<file path="src/gp_bus_pkg.sv">
/*
  package for the general purpose bus cycle controller: register offsets,
  field positions, reset values and cycle states.
  assumes a single clock domain and a plain register port.
*/
`default_nettype none
package gp_bus_pkg;
  // ****************************************
  // register offsets
  // ****************************************
  localparam logic [11:0] OFS_BUS_ECHO_CONTROL       = 12'hC00;
  localparam logic [11:0] OFS_CHIPSEL_WIDTH_SELECT   = 12'hC01;
  localparam logic [11:0] OFS_CHIPSEL_STROBE_QUALIFY = 12'hC02;
  localparam logic [11:0] OFS_CHIPSEL_PIN_FUNCTION   = 12'hC24;
  localparam logic [11:0] OFS_RESET_CONFIGURATION    = 12'hD72;
  localparam logic [11:0] OFS_STROBE_TIMING          = 12'hC10;
  localparam logic [11:0] OFS_BUS_CONTROL            = 12'hC11;
  localparam logic [11:0] OFS_BUS_STATUS             = 12'hC12;
  // ****************************************
  // fields and reset values
  // ****************************************
  localparam int          BUS_RESET_BIT_POS  = 0;
  localparam int          REGIONS_DONE_POS   = 0;
  localparam int          IO_HOLES_EN_POS    = 1;
  localparam int          PULSE_LSB          = 0;
  localparam int          OFFSET_LSB         = 4;
  localparam logic [7:0]  CTRL_RESET         = 8'h02;
  localparam logic [7:0]  TIMING_RESET       = 8'h00;
  localparam logic [7:0]  ZERO_RESET         = 8'h00;
  localparam int          SYNC_STAGES        = 2;
  // ****************************************
  // cycle states
  // ****************************************
  typedef enum logic [1:0] {ST_IDLE, ST_OFFSET, ST_PULSE, ST_WAIT} cyc_state_t;
endpackage
`default_nettype wire

</file>
<file path="src/gp_bus_cycle_sizing_wait.sv">
/*
  general purpose bus cycle controller: byte lanes, bus sizing,
  strobe timing with ready stretch, bus reset and enable ordering.
  assumes one internal processor request at a time, held until done_o.
*/
// Chosen here: the plain strobed port.
// Function
// RULE1 - byte high enable and address bit zero encode lane use per cycle
// RULE2 - memory mapped peripherals get memory strobes instead of io strobes
// RULE3 - each chip select holds its own 8 or 16 bit width
// RULE4 - width is 16 if either sizing input or programming says 16
// RULE5 - asserted sizing input gives 16 bit size indication to processor
// RULE6 - sizing inputs never change strobe offset or pulse timing
// RULE7 - peripheral asserts sizing input only while address is valid
// RULE8 - static waits from timing register, dynamic waits from ready
// RULE9 - ready only lengthens a cycle, never shortens it
// RULE10 - strobes stay for the full programmed period, ready delay after
// RULE11 - peripheral drops ready 45 ns early and holds it 30 ns
// RULE12 - cycle stretches as long as ready stays low
// RULE13 - ready synchronised, strobes end on ready high and pulse expiry
// RULE14 - split wide accesses block other processor and dma cycles
// RULE15 - every access on this bus is noncacheable
// RULE16 - external interrupt lines bypass the bus controller
// RULE17 - after reset internal bus and io holes on, chip selects off
// RULE18 - external bus stays off until region decoding is initialised
// RULE19 - bus reset bit drives external bus reset, system reset also
// RULE20 - peripherals return to reset while bus reset is asserted
// RULE21 - software enables regions, pins, timing, then width in order
// RULE22 - optional strobe qualification and echo mode under software
// RULE23 - wide access to 8 bit device gives 8 bit size indication
// RULE24 - ready already high ends strobe exactly at programmed width
`default_nettype none
module gp_bus_cycle_sizing_wait
  import gp_bus_pkg::*;
#(
  parameter int NUM_CS = 8
)(
  input  wire logic              clk_sys_i,
  input  wire logic              rst_i,
  // register port
  input  wire logic [11:0]       reg_addr_i,
  input  wire logic [7:0]        reg_wdata_i,
  input  wire logic              reg_wr_i,
  input  wire logic              reg_rd_i,
  output logic      [7:0]        reg_rdata_o,
  // processor side
  input  wire logic              cpu_req_i,
  input  wire logic              cpu_write_i,
  input  wire logic              cpu_mem_i,
  input  wire logic [2:0]        cpu_cs_i,
  input  wire logic              cpu_a0_i,
  input  wire logic              cpu_wide_i,
  input  wire logic              cpu_split_i,
  output logic                   done_o,
  output logic                   size_sixteen_indicate_o,
  output logic                   size_eight_indicate_o,
  output logic                   noncacheable_o,
  output logic                   cpu_lock_o,
  // external bus
  output logic                   byte_high_enable_o,
  output logic                   addr_bit_zero_o,
  output logic                   io_read_strobe_o,
  output logic                   io_write_strobe_o,
  output logic                   mem_read_strobe_o,
  output logic                   mem_write_strobe_o,
  output logic [NUM_CS-1:0]      ext_chip_selects_o,
  output logic                   ext_bus_reset_out_o,
  output logic                   echo_enable_o,
  input  wire logic              io_wide_select_in_i,
  input  wire logic              mem_wide_select_in_i,
  input  wire logic              wait_ready_in_i,
  input  wire logic [10:0]       ext_irq_lines_i,
  output logic      [10:0]       irq_ctrl_lines_o
);
  // ****************************************
  // registers
  // ****************************************
  logic [7:0]  echo_r;
  logic [7:0]  width_r;
  logic [7:0]  qual_r;
  logic [7:0]  pinfn_r;
  logic [7:0]  reset_configuration_r;
  logic [7:0]  timing_r;
  logic [7:0]  ctrl_r;
  logic [7:0]  rdata_r;

  wire wr_echo   = reg_wr_i && (reg_addr_i == OFS_BUS_ECHO_CONTROL);
  wire wr_width  = reg_wr_i && (reg_addr_i == OFS_CHIPSEL_WIDTH_SELECT);
  wire wr_qual   = reg_wr_i && (reg_addr_i == OFS_CHIPSEL_STROBE_QUALIFY);
  wire wr_pinfn  = reg_wr_i && (reg_addr_i == OFS_CHIPSEL_PIN_FUNCTION);
  wire wr_reset_configuration = reg_wr_i && (reg_addr_i == OFS_RESET_CONFIGURATION);
  wire wr_timing = reg_wr_i && (reg_addr_i == OFS_STROBE_TIMING);
  wire wr_ctrl   = reg_wr_i && (reg_addr_i == OFS_BUS_CONTROL);

  cyc_state_t  state_r;
  cyc_state_t  state_nxt;
  logic [3:0]  cnt_r;
  logic [3:0]  cnt_nxt;
  logic        wide_r;
  logic        ready_seen;

  wire ext_enable = ctrl_r[REGIONS_DONE_POS]; // RULE18
  wire busy       = (state_r != ST_IDLE);
  wire [7:0] status_w = {5'h00, wide_r, busy, ext_enable};

  always_comb begin
    unique case (reg_addr_i)
      OFS_BUS_ECHO_CONTROL:       rdata_r = echo_r;
      OFS_CHIPSEL_WIDTH_SELECT:   rdata_r = width_r;
      OFS_CHIPSEL_STROBE_QUALIFY: rdata_r = qual_r;
      OFS_CHIPSEL_PIN_FUNCTION:   rdata_r = pinfn_r;
      OFS_RESET_CONFIGURATION:    rdata_r = reset_configuration_r;
      OFS_STROBE_TIMING:          rdata_r = timing_r;
      OFS_BUS_CONTROL:            rdata_r = ctrl_r;
      OFS_BUS_STATUS:             rdata_r = status_w;
      default:                    rdata_r = 8'h00;
    endcase
  end

  // chip selects off and bus reset asserted by system reset
  always_ff @(posedge clk_sys_i) begin
    if (rst_i) begin
      echo_r   <= ZERO_RESET;
      width_r  <= ZERO_RESET;
      qual_r   <= ZERO_RESET;
      pinfn_r  <= ZERO_RESET; // RULE17
      reset_configuration_r <= ZERO_RESET;
      timing_r <= TIMING_RESET;
      ctrl_r   <= CTRL_RESET; // RULE17
      reg_rdata_o <= 8'h00;
    end else begin
      if (wr_echo)   echo_r   <= reg_wdata_i; // RULE22
      if (wr_width)  width_r  <= reg_wdata_i; // RULE3
      if (wr_qual)   qual_r   <= reg_wdata_i; // RULE22
      if (wr_pinfn)  pinfn_r  <= reg_wdata_i;
      if (wr_reset_configuration) reset_configuration_r <= reg_wdata_i; // RULE19
      if (wr_timing) timing_r <= reg_wdata_i; // RULE8
      if (wr_ctrl)   ctrl_r   <= reg_wdata_i;
      reg_rdata_o <= reg_rd_i ? rdata_r : 8'h00;
    end
  end

  // bus reset also held by system reset itself
  assign ext_bus_reset_out_o = rst_i | reset_configuration_r[BUS_RESET_BIT_POS]; // RULE19
  assign echo_enable_o       = echo_r[0]; // RULE22
  assign irq_ctrl_lines_o    = ext_irq_lines_i; // RULE16
  assign noncacheable_o      = 1'b1; // RULE15

  // ****************************************
  // ready synchroniser and sizing
  // ****************************************
  ready_sync u_ready_sync (
    .clk_sys_i (clk_sys_i),
    .rst_i     (rst_i),
    .async_i   (wait_ready_in_i),
    .sync_o    (ready_seen)
  );

  wire dyn_wide  = io_wide_select_in_i | mem_wide_select_in_i;
  wire prog_wide = width_r[cpu_cs_i];                           // RULE3
  wire res_wide  = dyn_wide | prog_wide;                         // RULE4
  wire [3:0] offs_cnt  = timing_r[OFFSET_LSB +: 4];
  wire [3:0] pulse_cnt = timing_r[PULSE_LSB +: 4];
  wire start = cpu_req_i && !busy && ext_enable;

  // ****************************************
  // cycle sequencer
  // ****************************************
  // sizing never touches the counts below, only the lane and size indication outputs and the status wide bit
  always_comb begin
    state_nxt = state_r;
    cnt_nxt   = cnt_r;
    unique case (state_r)
      ST_IDLE: if (start) begin
        state_nxt = ST_OFFSET;
        cnt_nxt   = offs_cnt; // RULE6
      end
      ST_OFFSET: if (cnt_r == 4'h0) begin
        state_nxt = ST_PULSE;
        cnt_nxt   = pulse_cnt; // RULE8
      end else begin
        cnt_nxt = cnt_r - 4'h1;
      end
      ST_PULSE: if (cnt_r != 4'h0) begin
        cnt_nxt = cnt_r - 4'h1; // RULE10
      end else if (ready_seen) begin
        state_nxt = ST_IDLE; // RULE24
      end else begin
        state_nxt = ST_WAIT; // RULE9
      end
      ST_WAIT: if (ready_seen) begin
        state_nxt = ST_IDLE; // RULE13
      end
    endcase
  end

  always_ff @(posedge clk_sys_i) begin
    if (rst_i) begin
      state_r <= ST_IDLE;
      cnt_r   <= 4'h0;
      wide_r  <= 1'b0;
    end else begin
      state_r <= state_nxt; // RULE12
      cnt_r   <= cnt_nxt;
      if (start) wide_r <= prog_wide;
      else if (busy && dyn_wide) wide_r <= 1'b1; // RULE4
    end
  end

  wire strobe_on = (state_r == ST_PULSE) || (state_r == ST_WAIT);
  wire cur_wide  = wide_r | dyn_wide;
  assign done_o  = busy && (state_nxt == ST_IDLE);

  // upper byte of an 8-bit device appears as 1/1
  assign byte_high_enable_o = !(busy && cur_wide && (cpu_wide_i || cpu_a0_i)); // RULE1
  assign addr_bit_zero_o    = busy && cpu_a0_i && !(cur_wide && cpu_wide_i); // RULE1

  assign io_read_strobe_o   = strobe_on && !cpu_mem_i && !cpu_write_i;
  assign io_write_strobe_o  = strobe_on && !cpu_mem_i &&  cpu_write_i;
  assign mem_read_strobe_o  = strobe_on &&  cpu_mem_i && !cpu_write_i; // RULE2
  assign mem_write_strobe_o = strobe_on &&  cpu_mem_i &&  cpu_write_i; // RULE2

  // qualified selects follow the strobes, others span the cycle
  wire cs_live = qual_r[cpu_cs_i] ? strobe_on : busy; // RULE22
  always_comb begin
    ext_chip_selects_o = '0;
    ext_chip_selects_o[cpu_cs_i] = cs_live && pinfn_r[cpu_cs_i];
  end

  assign size_sixteen_indicate_o = busy && cur_wide; // RULE5
  assign size_eight_indicate_o   = busy && !cur_wide; // RULE23
  // held for the whole split sequence; long waits starve the system bus
  assign cpu_lock_o = busy || (cpu_split_i && cpu_req_i); // RULE14

  // ****************************************
  // assertions
  // ****************************************
  property p_lane_wide;
    @(posedge clk_sys_i) disable iff (rst_i)
      busy && cur_wide && cpu_wide_i |-> !byte_high_enable_o && !addr_bit_zero_o;
  endproperty
  a_lane_wide: assert property (p_lane_wide) else $error("lane code wrong"); // RULE1

  property p_mem_strobe;
    @(posedge clk_sys_i) disable iff (rst_i)
      cpu_mem_i |-> !io_read_strobe_o && !io_write_strobe_o;
  endproperty
  a_mem_strobe: assert property (p_mem_strobe) else $error("io strobe on mem"); // RULE2

  property p_dyn_size;
    @(posedge clk_sys_i) disable iff (rst_i)
      busy && dyn_wide |-> size_sixteen_indicate_o && !size_eight_indicate_o;
  endproperty
  a_dyn_size: assert property (p_dyn_size) else $error("size not sixteen"); // RULE5

  property p_eight_size;
    @(posedge clk_sys_i) disable iff (rst_i)
      busy && !wide_r && !dyn_wide |-> size_eight_indicate_o;
  endproperty
  a_eight_size: assert property (p_eight_size) else $error("size not eight"); // RULE23

  property p_wait_hold;
    @(posedge clk_sys_i) disable iff (rst_i)
      state_r == ST_WAIT && !ready_seen |=> strobe_on;
  endproperty
  a_wait_hold: assert property (p_wait_hold) else $error("strobe ended early"); // RULE12

  property p_pulse_full;
    @(posedge clk_sys_i) disable iff (rst_i)
      $rose(strobe_on) |-> strobe_on throughout (##[0:15] cnt_r == 4'h0);
  endproperty
  a_pulse_full: assert property (p_pulse_full) else $error("pulse cut short"); // RULE10

  property p_ready_end;
    @(posedge clk_sys_i) disable iff (rst_i)
      $fell(strobe_on) |-> $past(ready_seen);
  endproperty
  a_ready_end: assert property (p_ready_end) else $error("ended without ready"); // RULE13

  property p_no_ext;
    @(posedge clk_sys_i) disable iff (rst_i)
      !ext_enable && !busy |=> !busy;
  endproperty
  a_no_ext: assert property (p_no_ext) else $error("bus ran while off"); // RULE18

  property p_exact_end;
    @(posedge clk_sys_i) disable iff (rst_i)
      state_r == ST_PULSE && cnt_r == 4'h0 && ready_seen |=> state_r == ST_IDLE;
  endproperty
  a_exact_end: assert property (p_exact_end) else $error("extra cycle added"); // RULE24

  property p_lock;
    @(posedge clk_sys_i) disable iff (rst_i)
      busy |-> cpu_lock_o;
  endproperty
  a_lock: assert property (p_lock) else $error("lock dropped"); // RULE14

  property p_rst_out;
    @(posedge clk_sys_i) disable iff (rst_i)
      wr_reset_configuration |=> ext_bus_reset_out_o == $past(reg_wdata_i[BUS_RESET_BIT_POS]);
  endproperty
  a_rst_out: assert property (p_rst_out) else $error("bus reset wrong"); // RULE19

  property p_lane_eight;
    @(posedge clk_sys_i) disable iff (rst_i)
      busy && !cur_wide |-> byte_high_enable_o && (addr_bit_zero_o == cpu_a0_i);
  endproperty
  a_lane_eight: assert property (p_lane_eight) else $error("eight bit lane wrong"); // RULE1

  property p_late_ready;
    @(posedge clk_sys_i) disable iff (rst_i)
      state_r == ST_PULSE && cnt_r == 4'h0 && !ready_seen |=> state_r == ST_WAIT;
  endproperty
  a_late_ready: assert property (p_late_ready) else $error("wait not entered"); // RULE9

  property p_qual_cs;
    @(posedge clk_sys_i) disable iff (rst_i)
      busy && qual_r[cpu_cs_i] && !strobe_on |-> ext_chip_selects_o == '0;
  endproperty
  a_qual_cs: assert property (p_qual_cs) else $error("select not qualified"); // RULE22

  property p_sys_bus_rst;
    @(posedge clk_sys_i)
      rst_i |-> ext_bus_reset_out_o;
  endproperty
  a_sys_bus_rst: assert property (p_sys_bus_rst) else $error("no bus reset"); // RULE19

  property p_rst_cs;
    @(posedge clk_sys_i) disable iff (rst_i)
      $fell(rst_i) |-> ext_chip_selects_o == '0 && !busy;
  endproperty
  a_rst_cs: assert property (p_rst_cs) else $error("select on after reset"); // RULE17

  property p_done_end;
    @(posedge clk_sys_i) disable iff (rst_i)
      done_o |=> !busy;
  endproperty
  a_done_end: assert property (p_done_end) else $error("cycle ran past done"); // RULE13

  c_wait:   cover property (@(posedge clk_sys_i) state_r == ST_WAIT);
  c_dyn:    cover property (@(posedge clk_sys_i) busy && dyn_wide && !wide_r);
  c_mem_wr: cover property (@(posedge clk_sys_i) mem_write_strobe_o);
  c_qual:   cover property (@(posedge clk_sys_i) busy && qual_r[cpu_cs_i] && strobe_on);
  c_upper:  cover property (@(posedge clk_sys_i) !byte_high_enable_o && addr_bit_zero_o);
endmodule
`default_nettype wire

</file>
<file path="src/ready_sync.sv">
/*
  two flip-flop synchroniser for the external ready input.
  assumes the input may change at any time relative to clk_sys_i.
*/
`default_nettype none
module ready_sync
  import gp_bus_pkg::*;
(
  input  wire logic clk_sys_i,
  input  wire logic rst_i,
  input  wire logic async_i,
  output logic      sync_o
);
  // ****************************************
  // two stages, first read only by second
  // ****************************************
  logic meta_r;
  logic sync_r;
  always_ff @(posedge clk_sys_i) begin
    if (rst_i) begin
      meta_r <= 1'b1;
      sync_r <= 1'b1;
    end else begin
      meta_r <= async_i;
      sync_r <= meta_r;
    end
  end
  assign sync_o = sync_r;
endmodule
`default_nettype wire

</file>
<file path="config.mk">
export PLATFORM = sky130hd
export DESIGN_NAME = gp_bus_cycle_sizing_wait
export DESIGN_NICKNAME = d
export VERILOG_FILES = /design/src/gp_bus_pkg.sv /design/src/gp_bus_cycle_sizing_wait.sv /design/src/ready_sync.sv
export SDC_FILE = /design/constraint.sdc
export NUM_CORES = 1
export LEC_CHECK = 0
export BUFFER_PORTS_ARGS = -buffer_cell sky130_fd_sc_hd__buf_4
export CAP_MARGIN = 20
export CELL_PAD_IN_SITES_DETAIL_PLACEMENT = 2
export CELL_PAD_IN_SITES_GLOBAL_PLACEMENT = 2
export CORE_UTILIZATION = 33
export DETAILED_ROUTE_END_ITERATION = 8
export GPL_TIMING_DRIVEN = 0
export PLACE_DENSITY = 0.78
export SETUP_SLACK_MARGIN = 0.05
export SLEW_MARGIN = 40
export SYNTH_ARGS = -nofsm -noshare
export SYNTH_HDL_FRONTEND = slang
export SYNTH_SLANG_ARGS = --single-unit
</file>
<file path="constraint.sdc">
create_clock -name clk_sys_i -period 2.2 [get_ports clk_sys_i]
set_input_delay 0.33 -clock clk_sys_i [delete_from_list [all_inputs] [get_ports clk_sys_i]]
set_output_delay 0.33 -clock clk_sys_i [all_outputs]
set_load 0.005 [all_outputs]
</file>
# --- After elaboration in Yosys (flattened, before gate mapping) ---
# Cells that the tools add are included.
# W data, S select, Z words.
word_totals:
  reg_bits: 73
  latch_bits: 0
  mem_bits_rw: 0
  rom_bits: 0
  inputBits: 47
  out_inout_bits: 40
  elab_cells: 100
  mem_count: 0
classes:
  addsub: 1
  mul: 0
  n_div: 0
  magnitude_cmp: 2
  n_eq_ne: 13
  shifts: 0
  mux: 22
  n_bitwise: 5
  n_reduce_logical: 44
ops:
  columns: ["cell", "n"]
  rows:
  - ["$eq A12 B12 Y1 const B", 8]
  - ["$pmux W8 S8", 1]
  - ["$logic_and A1 B1 Y1", 26]
  - ["$mux W4", 3]
  - ["$pmux W4 S3", 1]
  - ["$mux W2", 5]
  - ["$bmux W1 S3", 3]
  - ["$and A8 B8 Y8", 1]
  - ["$pmux W2 S4", 1]
  - ["$mux W1", 7]
  - ["$logic_not A1 Y1", 6]
  - ["$eq A2 B2 Y1 const B", 2]
  - ["$logic_not A2 Y1", 2]
  - ["$logic_not A4 Y1", 1]
  - ["$lt A3 B4 Y1 const B", 1]
  - ["$ne A2 B2 Y1 const B", 2]
  - ["$reduce_bool A2 Y1", 2]
  - ["$reduce_bool A4 Y1", 1]
  - ["$sub A4 B1 Y4 const B", 1]
  - ["$demux W1 S3", 1]
  - ["$ge A3 B1 Y1 const B", 1]
  - ["$logic_or A1 B1 Y1", 3]
  - ["$or A1 B1 Y1", 3]
  - ["$reduce_and A3 Y1", 1]
  - ["4 further kinds", 4]

# --- Logic depth before layout (Yosys ltp) ---
depth:
  word_depth: 8
  mapped_depth: 7

# --- Modules after synthesis ---
# Synthesis repeated with hierarchy kept, for this count alone.
unflattened:
  hier_cells: 495
  area_unflattened_um2: 4187.8
by_module_without_submodules:
  columns: ["module", "n_inst", "cells_each", "area_per_inst_um2"]
  rows:
  - ["gp_bus_cycle_sizing_wait", 1, 491, 4135.2]
  - ["ready_sync", 1, 4, 52.6]

# --- Worst setup path before layout ---
# OpenSTA, ideal clock, no wires.
synth_timing:
  path_kind: "input port to output port"
  start: "input port cpu_cs_i[0]"
  end: "output port ext_chip_selects_o[0]"
  t_arrival_ps: 1518
  required_time_ps: 1870
  setup_slack_ps: 352
  cell_stages: 5
  path_cell_list: "buf_2 -> nor2b_1 -> and3_1 -> nor3_4 -> mux2i_1"
synth_between:
  elab_chain_cells: 5
  elab_cells_between_ends: 12
  cone_classes: "2 x order compare; 7 x mux; 1 x bitwise; 2 x reduce/logical"
synth_lines:
  columns: ["element", "line_no", "text"]
  rows:
  - ["from (decl)", "gp_bus_cycle_sizing_wait.sv:50", "input wire logic [2:0] cpu_cs_i,"]
  - ["$lt A3 B4 Y1 (implied by the code), or another cell as far along", "gp_bus_cycle_sizing_wait.sv:227", "ext_chip_selects_o[cpu_cs_i] = cs_live && pinfn_r[cpu_cs_i];"]
  - ["$logic_and A1 B1 Y1 / $mux W1 (equally long branches)", "gp_bus_cycle_sizing_wait.sv:227, gp_bus_cycle_sizing_wait.sv:224", null]
  - ["$mux W1, on equally long branches", "gp_bus_cycle_sizing_wait.sv:227, gp_bus_cycle_sizing_wait.sv:224", null]
  - ["$demux W1 S3 / $logic_and A1 B1 Y1 (equally long branches)", "gp_bus_cycle_sizing_wait.sv:227", null]
  - ["$and A8 B8 Y8 (no source line) (*)", null, null]
  - ["to (decl)", "gp_bus_cycle_sizing_wait.sv:66", "output logic [NUM_CS-1:0] ext_chip_selects_o,"]
# Mark *: on every way between the ends. The rest lies on a longest branch, timed or not. The select of a mux whose other input is x is not followed.

# --- Final worst setup path ---
layout_timing:
  start: "register state_r[1]"
  end: "output port done_o"
layout_between:
  elab_chain_cells: 8
  elab_cells_between_ends: 15
  cone_classes: "3 x eq/ne; 5 x mux; 7 x reduce/logical"
layout_lines:
  columns: ["element", "line_no", "text"]
  rows:
  - ["from (decl)", "gp_bus_cycle_sizing_wait.sv:95", "cyc_state_t state_r;"]
  - ["from (signal assigned)", "gp_bus_cycle_sizing_wait.sv:203", "state_r <= state_nxt;"]
  - ["$reduce_bool A2 Y1", "gp_bus_cycle_sizing_wait.sv:103", "wire busy = (state_r != ST_IDLE);"]
  - ["$logic_not A1 Y1", "gp_bus_cycle_sizing_wait.sv:164", "wire start = cpu_req_i && !busy && ext_enable;"]
  - ["$logic_and A1 B1 Y1 (2 in a row)", "gp_bus_cycle_sizing_wait.sv:164", null]
  - ["$mux W2", "gp_bus_cycle_sizing_wait.sv:174", "ST_IDLE: if (start) begin"]
  - ["$pmux W2 S4", "gp_bus_cycle_sizing_wait.sv:173", "unique case (state_r)"]
  - ["$logic_not A2 Y1", "gp_bus_cycle_sizing_wait.sv:212", "assign done_o = busy && (state_nxt == ST_IDLE);"]
  - ["$logic_and A1 B1 Y1 (*)", "gp_bus_cycle_sizing_wait.sv:212", null]
  - ["to (decl)", "gp_bus_cycle_sizing_wait.sv:54", "output logic done_o,"]
# Mark *: on every way between the ends. The rest lies on a longest branch, timed or not.

==> flow_summary.json <==
{
  "outcome": "finished, violations left",
  "violations": "negative setup slack",
  "ctsRootBufferMaster": "clkbuf_16",
  "drc_errors": 0,
  "top_usage_layer": "met2",
  "vias_per_cell": 5.757,
  "worst_slew_pin_slew_ns": 0.7482,
  "multi_input_area_um2": 2815,
  "rsz0062_at_grt": "true",
  "regArea_um2": 1474,
  "hold_viol": 0,
  "async_flop_share_pct": 0,
  "fin_crit_sh_pct": 108.5,
  "first_pass_iters": 4,
  "cts_tree": "done",
  "ioPinCount": 87,
  "fin_crit_ns": 2.387,
  "arrival_ns": 2.06,
  "die_y_um": 116.5,
  "irDropWorstVdd_uv": 255.7,
  "grt_pass1_vias": 4649,
  "pre_cts_ws_ns": -0.2476,
  "synth-edff-count": 0,
  "ys.flop_type": "dfxtp_1",
  "grt_max_degree": 12,
  "syn_nets": 540,
  "wirelength_um": 18980,
  "reg2reg_depth": 8,
  "htreeDepth": 3,
  "die_width_um": 116.5,
  "endpoint_kind": "output pin",
  "nets": 648,
  "core_um2": 12720,
  "netlist_top_cells_area": "dfxtp_1, mux2i_1, nand2b_1",
  "portBuffers": 72,
  "r2r-end": "reg_rdata_o[1]",
  "reg2reg_from": "state_r[1]",
  "antenna_left": 0,
  "synth_area_um2": 4324,
  "use_met2_pct": 46.86,
  "antenna_cells": 0,
  "cp_max_fo": 4,
  "num_vias": 4427,
  "finalSetupViolations": 5,
  "die_area_um2": 13570,
  "worstSetupPathType": "reg2out",
  "syn-instance-count": 485,
  "p_per_area_nw_per_um2": 562.1,
  "grt_util_all_layers_pct": 26.76,
  "grt_use_met1_pct": 31.69,
  "finish.utilization_pct": 46.05,
  "grt.overflow.total": 0,
  "clk_latency_ns": 0.35,
  "min_path_cells": 2,
  "required_ns": 1.87,
  "worst-r2r-setup-slack_ns": -0.06,
  "yosysWarnings": 0,
  "drive_gt1_share_pct": 33.50,
  "ys_ff_latch": 73,
  "maxCapViolations": 0,
  "clock-sinks": 73,
  "core.rowCount": 41,
  "cp-start-kind": "flip-flop",
  "fmax_ghz": 0.4190,
  "hp-start": "wait_ready_in_i",
  "slew_violations": 0,
  "drtIter0Drc": 258,
  "min_path_type": "in2reg",
  "ys_seq_area_share_pct": 33.80,
  "wl_per_cell_um": 24.67,
  "use_met3_pct": 3.996,
  "path_clk_slew_ns": 0.06,
  "dp.final_hpwl_um": 12450,
  "postSynthAreaPerCell_um2": 8.916,
  "setup_ws_ns": -0.1867,
  "cellLeakagePower_nw": 2.339,
  "slew_headroom_pct": 50.12,
  "synth_cell_type_count": 60,
  "num-fill-cells": 1414,
  "start_util_pct": 33.99,
  "holdPathEnd": "u_ready_sync.meta_r",
  "grt_antenna_before_repair": 0,
  "grt_pass1_wl_um": 26350,
  "cts_hold_buf": 0,
  "clock_skew_ns": 0.007575,
  "gp_congestion": 0.8785,
  "synth_largest_area_cell": "dfxtp_1",
  "synth_top_area_share_pct": 33.80,
  "numCtsBuffers": 9,
  "syn_to_final_growth_pct": 35.47,
  "clock_path_buffers": 2
}
==> worst max-delay path: stages (launching register included) <==
cell and delay [ns]:
dfxtp_4 0.38, clkinvlp_4 0.18, ha_4 0.24, a21oi_4 0.18
o22ai_2 0.09, o22a_1 0.25, nor3_2 0.24, buf_4 0.15
==> metrics by stage <==
step                      hold WS, ns  instances  TNS (ns)  total power [mW]  instance area, um^2
after CTS                      0.1694        764  -0.07191             3.244                 5675
after global routing           0.1758        769   -0.9500             3.385                 5858
after detailed placement       0.3982        729    -1.815             1.715                 5080
final                          0.1725        769   -0.4237             3.293                 5858
after floorplan                0.3895        485         0             1.540                 4324
after global placement         0.3954        729   -0.6153             1.702                 5080
==> state kept, by name (all words and copies together) (netlist names) <==
signal,flops
cnt_r,4
ctrl_r,8
echo_r,8
pinfn_r,8
qual_r,8
reg_rdata_o,8
reset_configuration_r,8
state_r,2
timing_r,8
u_ready_sync.meta_r,1
u_ready_sync.sync_o,1
wide_r,1
width_r,8
==> cell usage after synthesis, types with 5 or more instances <==
master,instances
a211oi_1,8
a21o_1,8
a21oi_1,22
buf_2,8
buf_4,17
clkbuf_1,13
dfxtp_1,73
ha_1,8
inv_1,10
mux2_2,5
mux2i_1,61
nand2_1,15
nand2b_1,37
nand3_1,36
nand4_1,10
nor2_1,35
nor2b_1,11
o21ai_0,26
o2bb2ai_1,5
==> layout by cell type (no fill, tap or decap), types with 5 or more instances in the layout <==
cell	n
nand2b_1	37
buf_4	113
buf_2	6
nor2b_1	8
a21o_1	8
nand2_1	15
a21oi_1	21
ha_4	5
nand4_1	10
o21ai_0	24
inv_1	6
nor2_1	30
dfxtp_1	67
clkbuf_1	14
nand3_1	33
clkbuf_16	9
a211oi_1	8
mux2i_1	58
==> cell families (layout without fill, tap and decap cells) <==
group / after synthesis / count (layout) / share of synthesized area (%)
xor+xnor: 2 / 2 / 0.4052
fa+ha+maj: 8 / 8 / 2.315
other cells: 1 / 1 / 0.08672
simple gates: 185 / 185 / 25.52
flops: 73 / 73 / 33.80
buf+inv: 52 / 164 / 6.597
mux: 68 / 68 / 16.46
compound gates: 96 / 96 / 14.81
==> layout make-up <==
cell class                      count  area share, %
Buffer                             41          4.378
Clock buffer                       13          4.443
Clock inverter                      2         0.6408
Inverter                           10         0.7475
Multi-Input combinational cell    360          48.06
Sequential cell                    73          25.16
Tap cell                          172          3.674
Timing Repair Buffer               98          12.90
==> worst max path at each step <==
stage,endpoint,depth (start not counted),start
2_1_floorplan,ext_chip_selects_o[0],5,cpu_cs_i[0]
3_3_place_gp,ext_chip_selects_o[5],7,state_r[0]
3_5_place_dp,ext_chip_selects_o[2],7,state_r[0]
4_1_cts,done_o,8,cnt_r[1]
5_1_grt,done_o,7,state_r[1]
6_report,done_o,7,state_r[1]
==> timing repair <==
| item | in CTS | in global routing |
|---|---|---|
| hold endpoints to repair | 0 | 0 |
| pin swaps | 4 | 17 |
| endpoints found under the setup margin | 18 | 11 |
| setup buffers | 20 | 7 |
| gates resized for setup | 39 | 30 |
==> report_power, final <==
group          internal, mW  total, mW  switching (mW)
Combinational         0.188      0.440           0.253
Clock                 0.935       1.52           0.581
Sequential             1.33       1.34          0.0105
==> per-layer routing <==
metal  share of wire (%)  wire (um)
met1                  41       7703
met2                  51       9635
met3                 4.5        861
met4                 4.1        774
met5                   0          0
No activity file was read; power rests on OpenSTA's default activity.
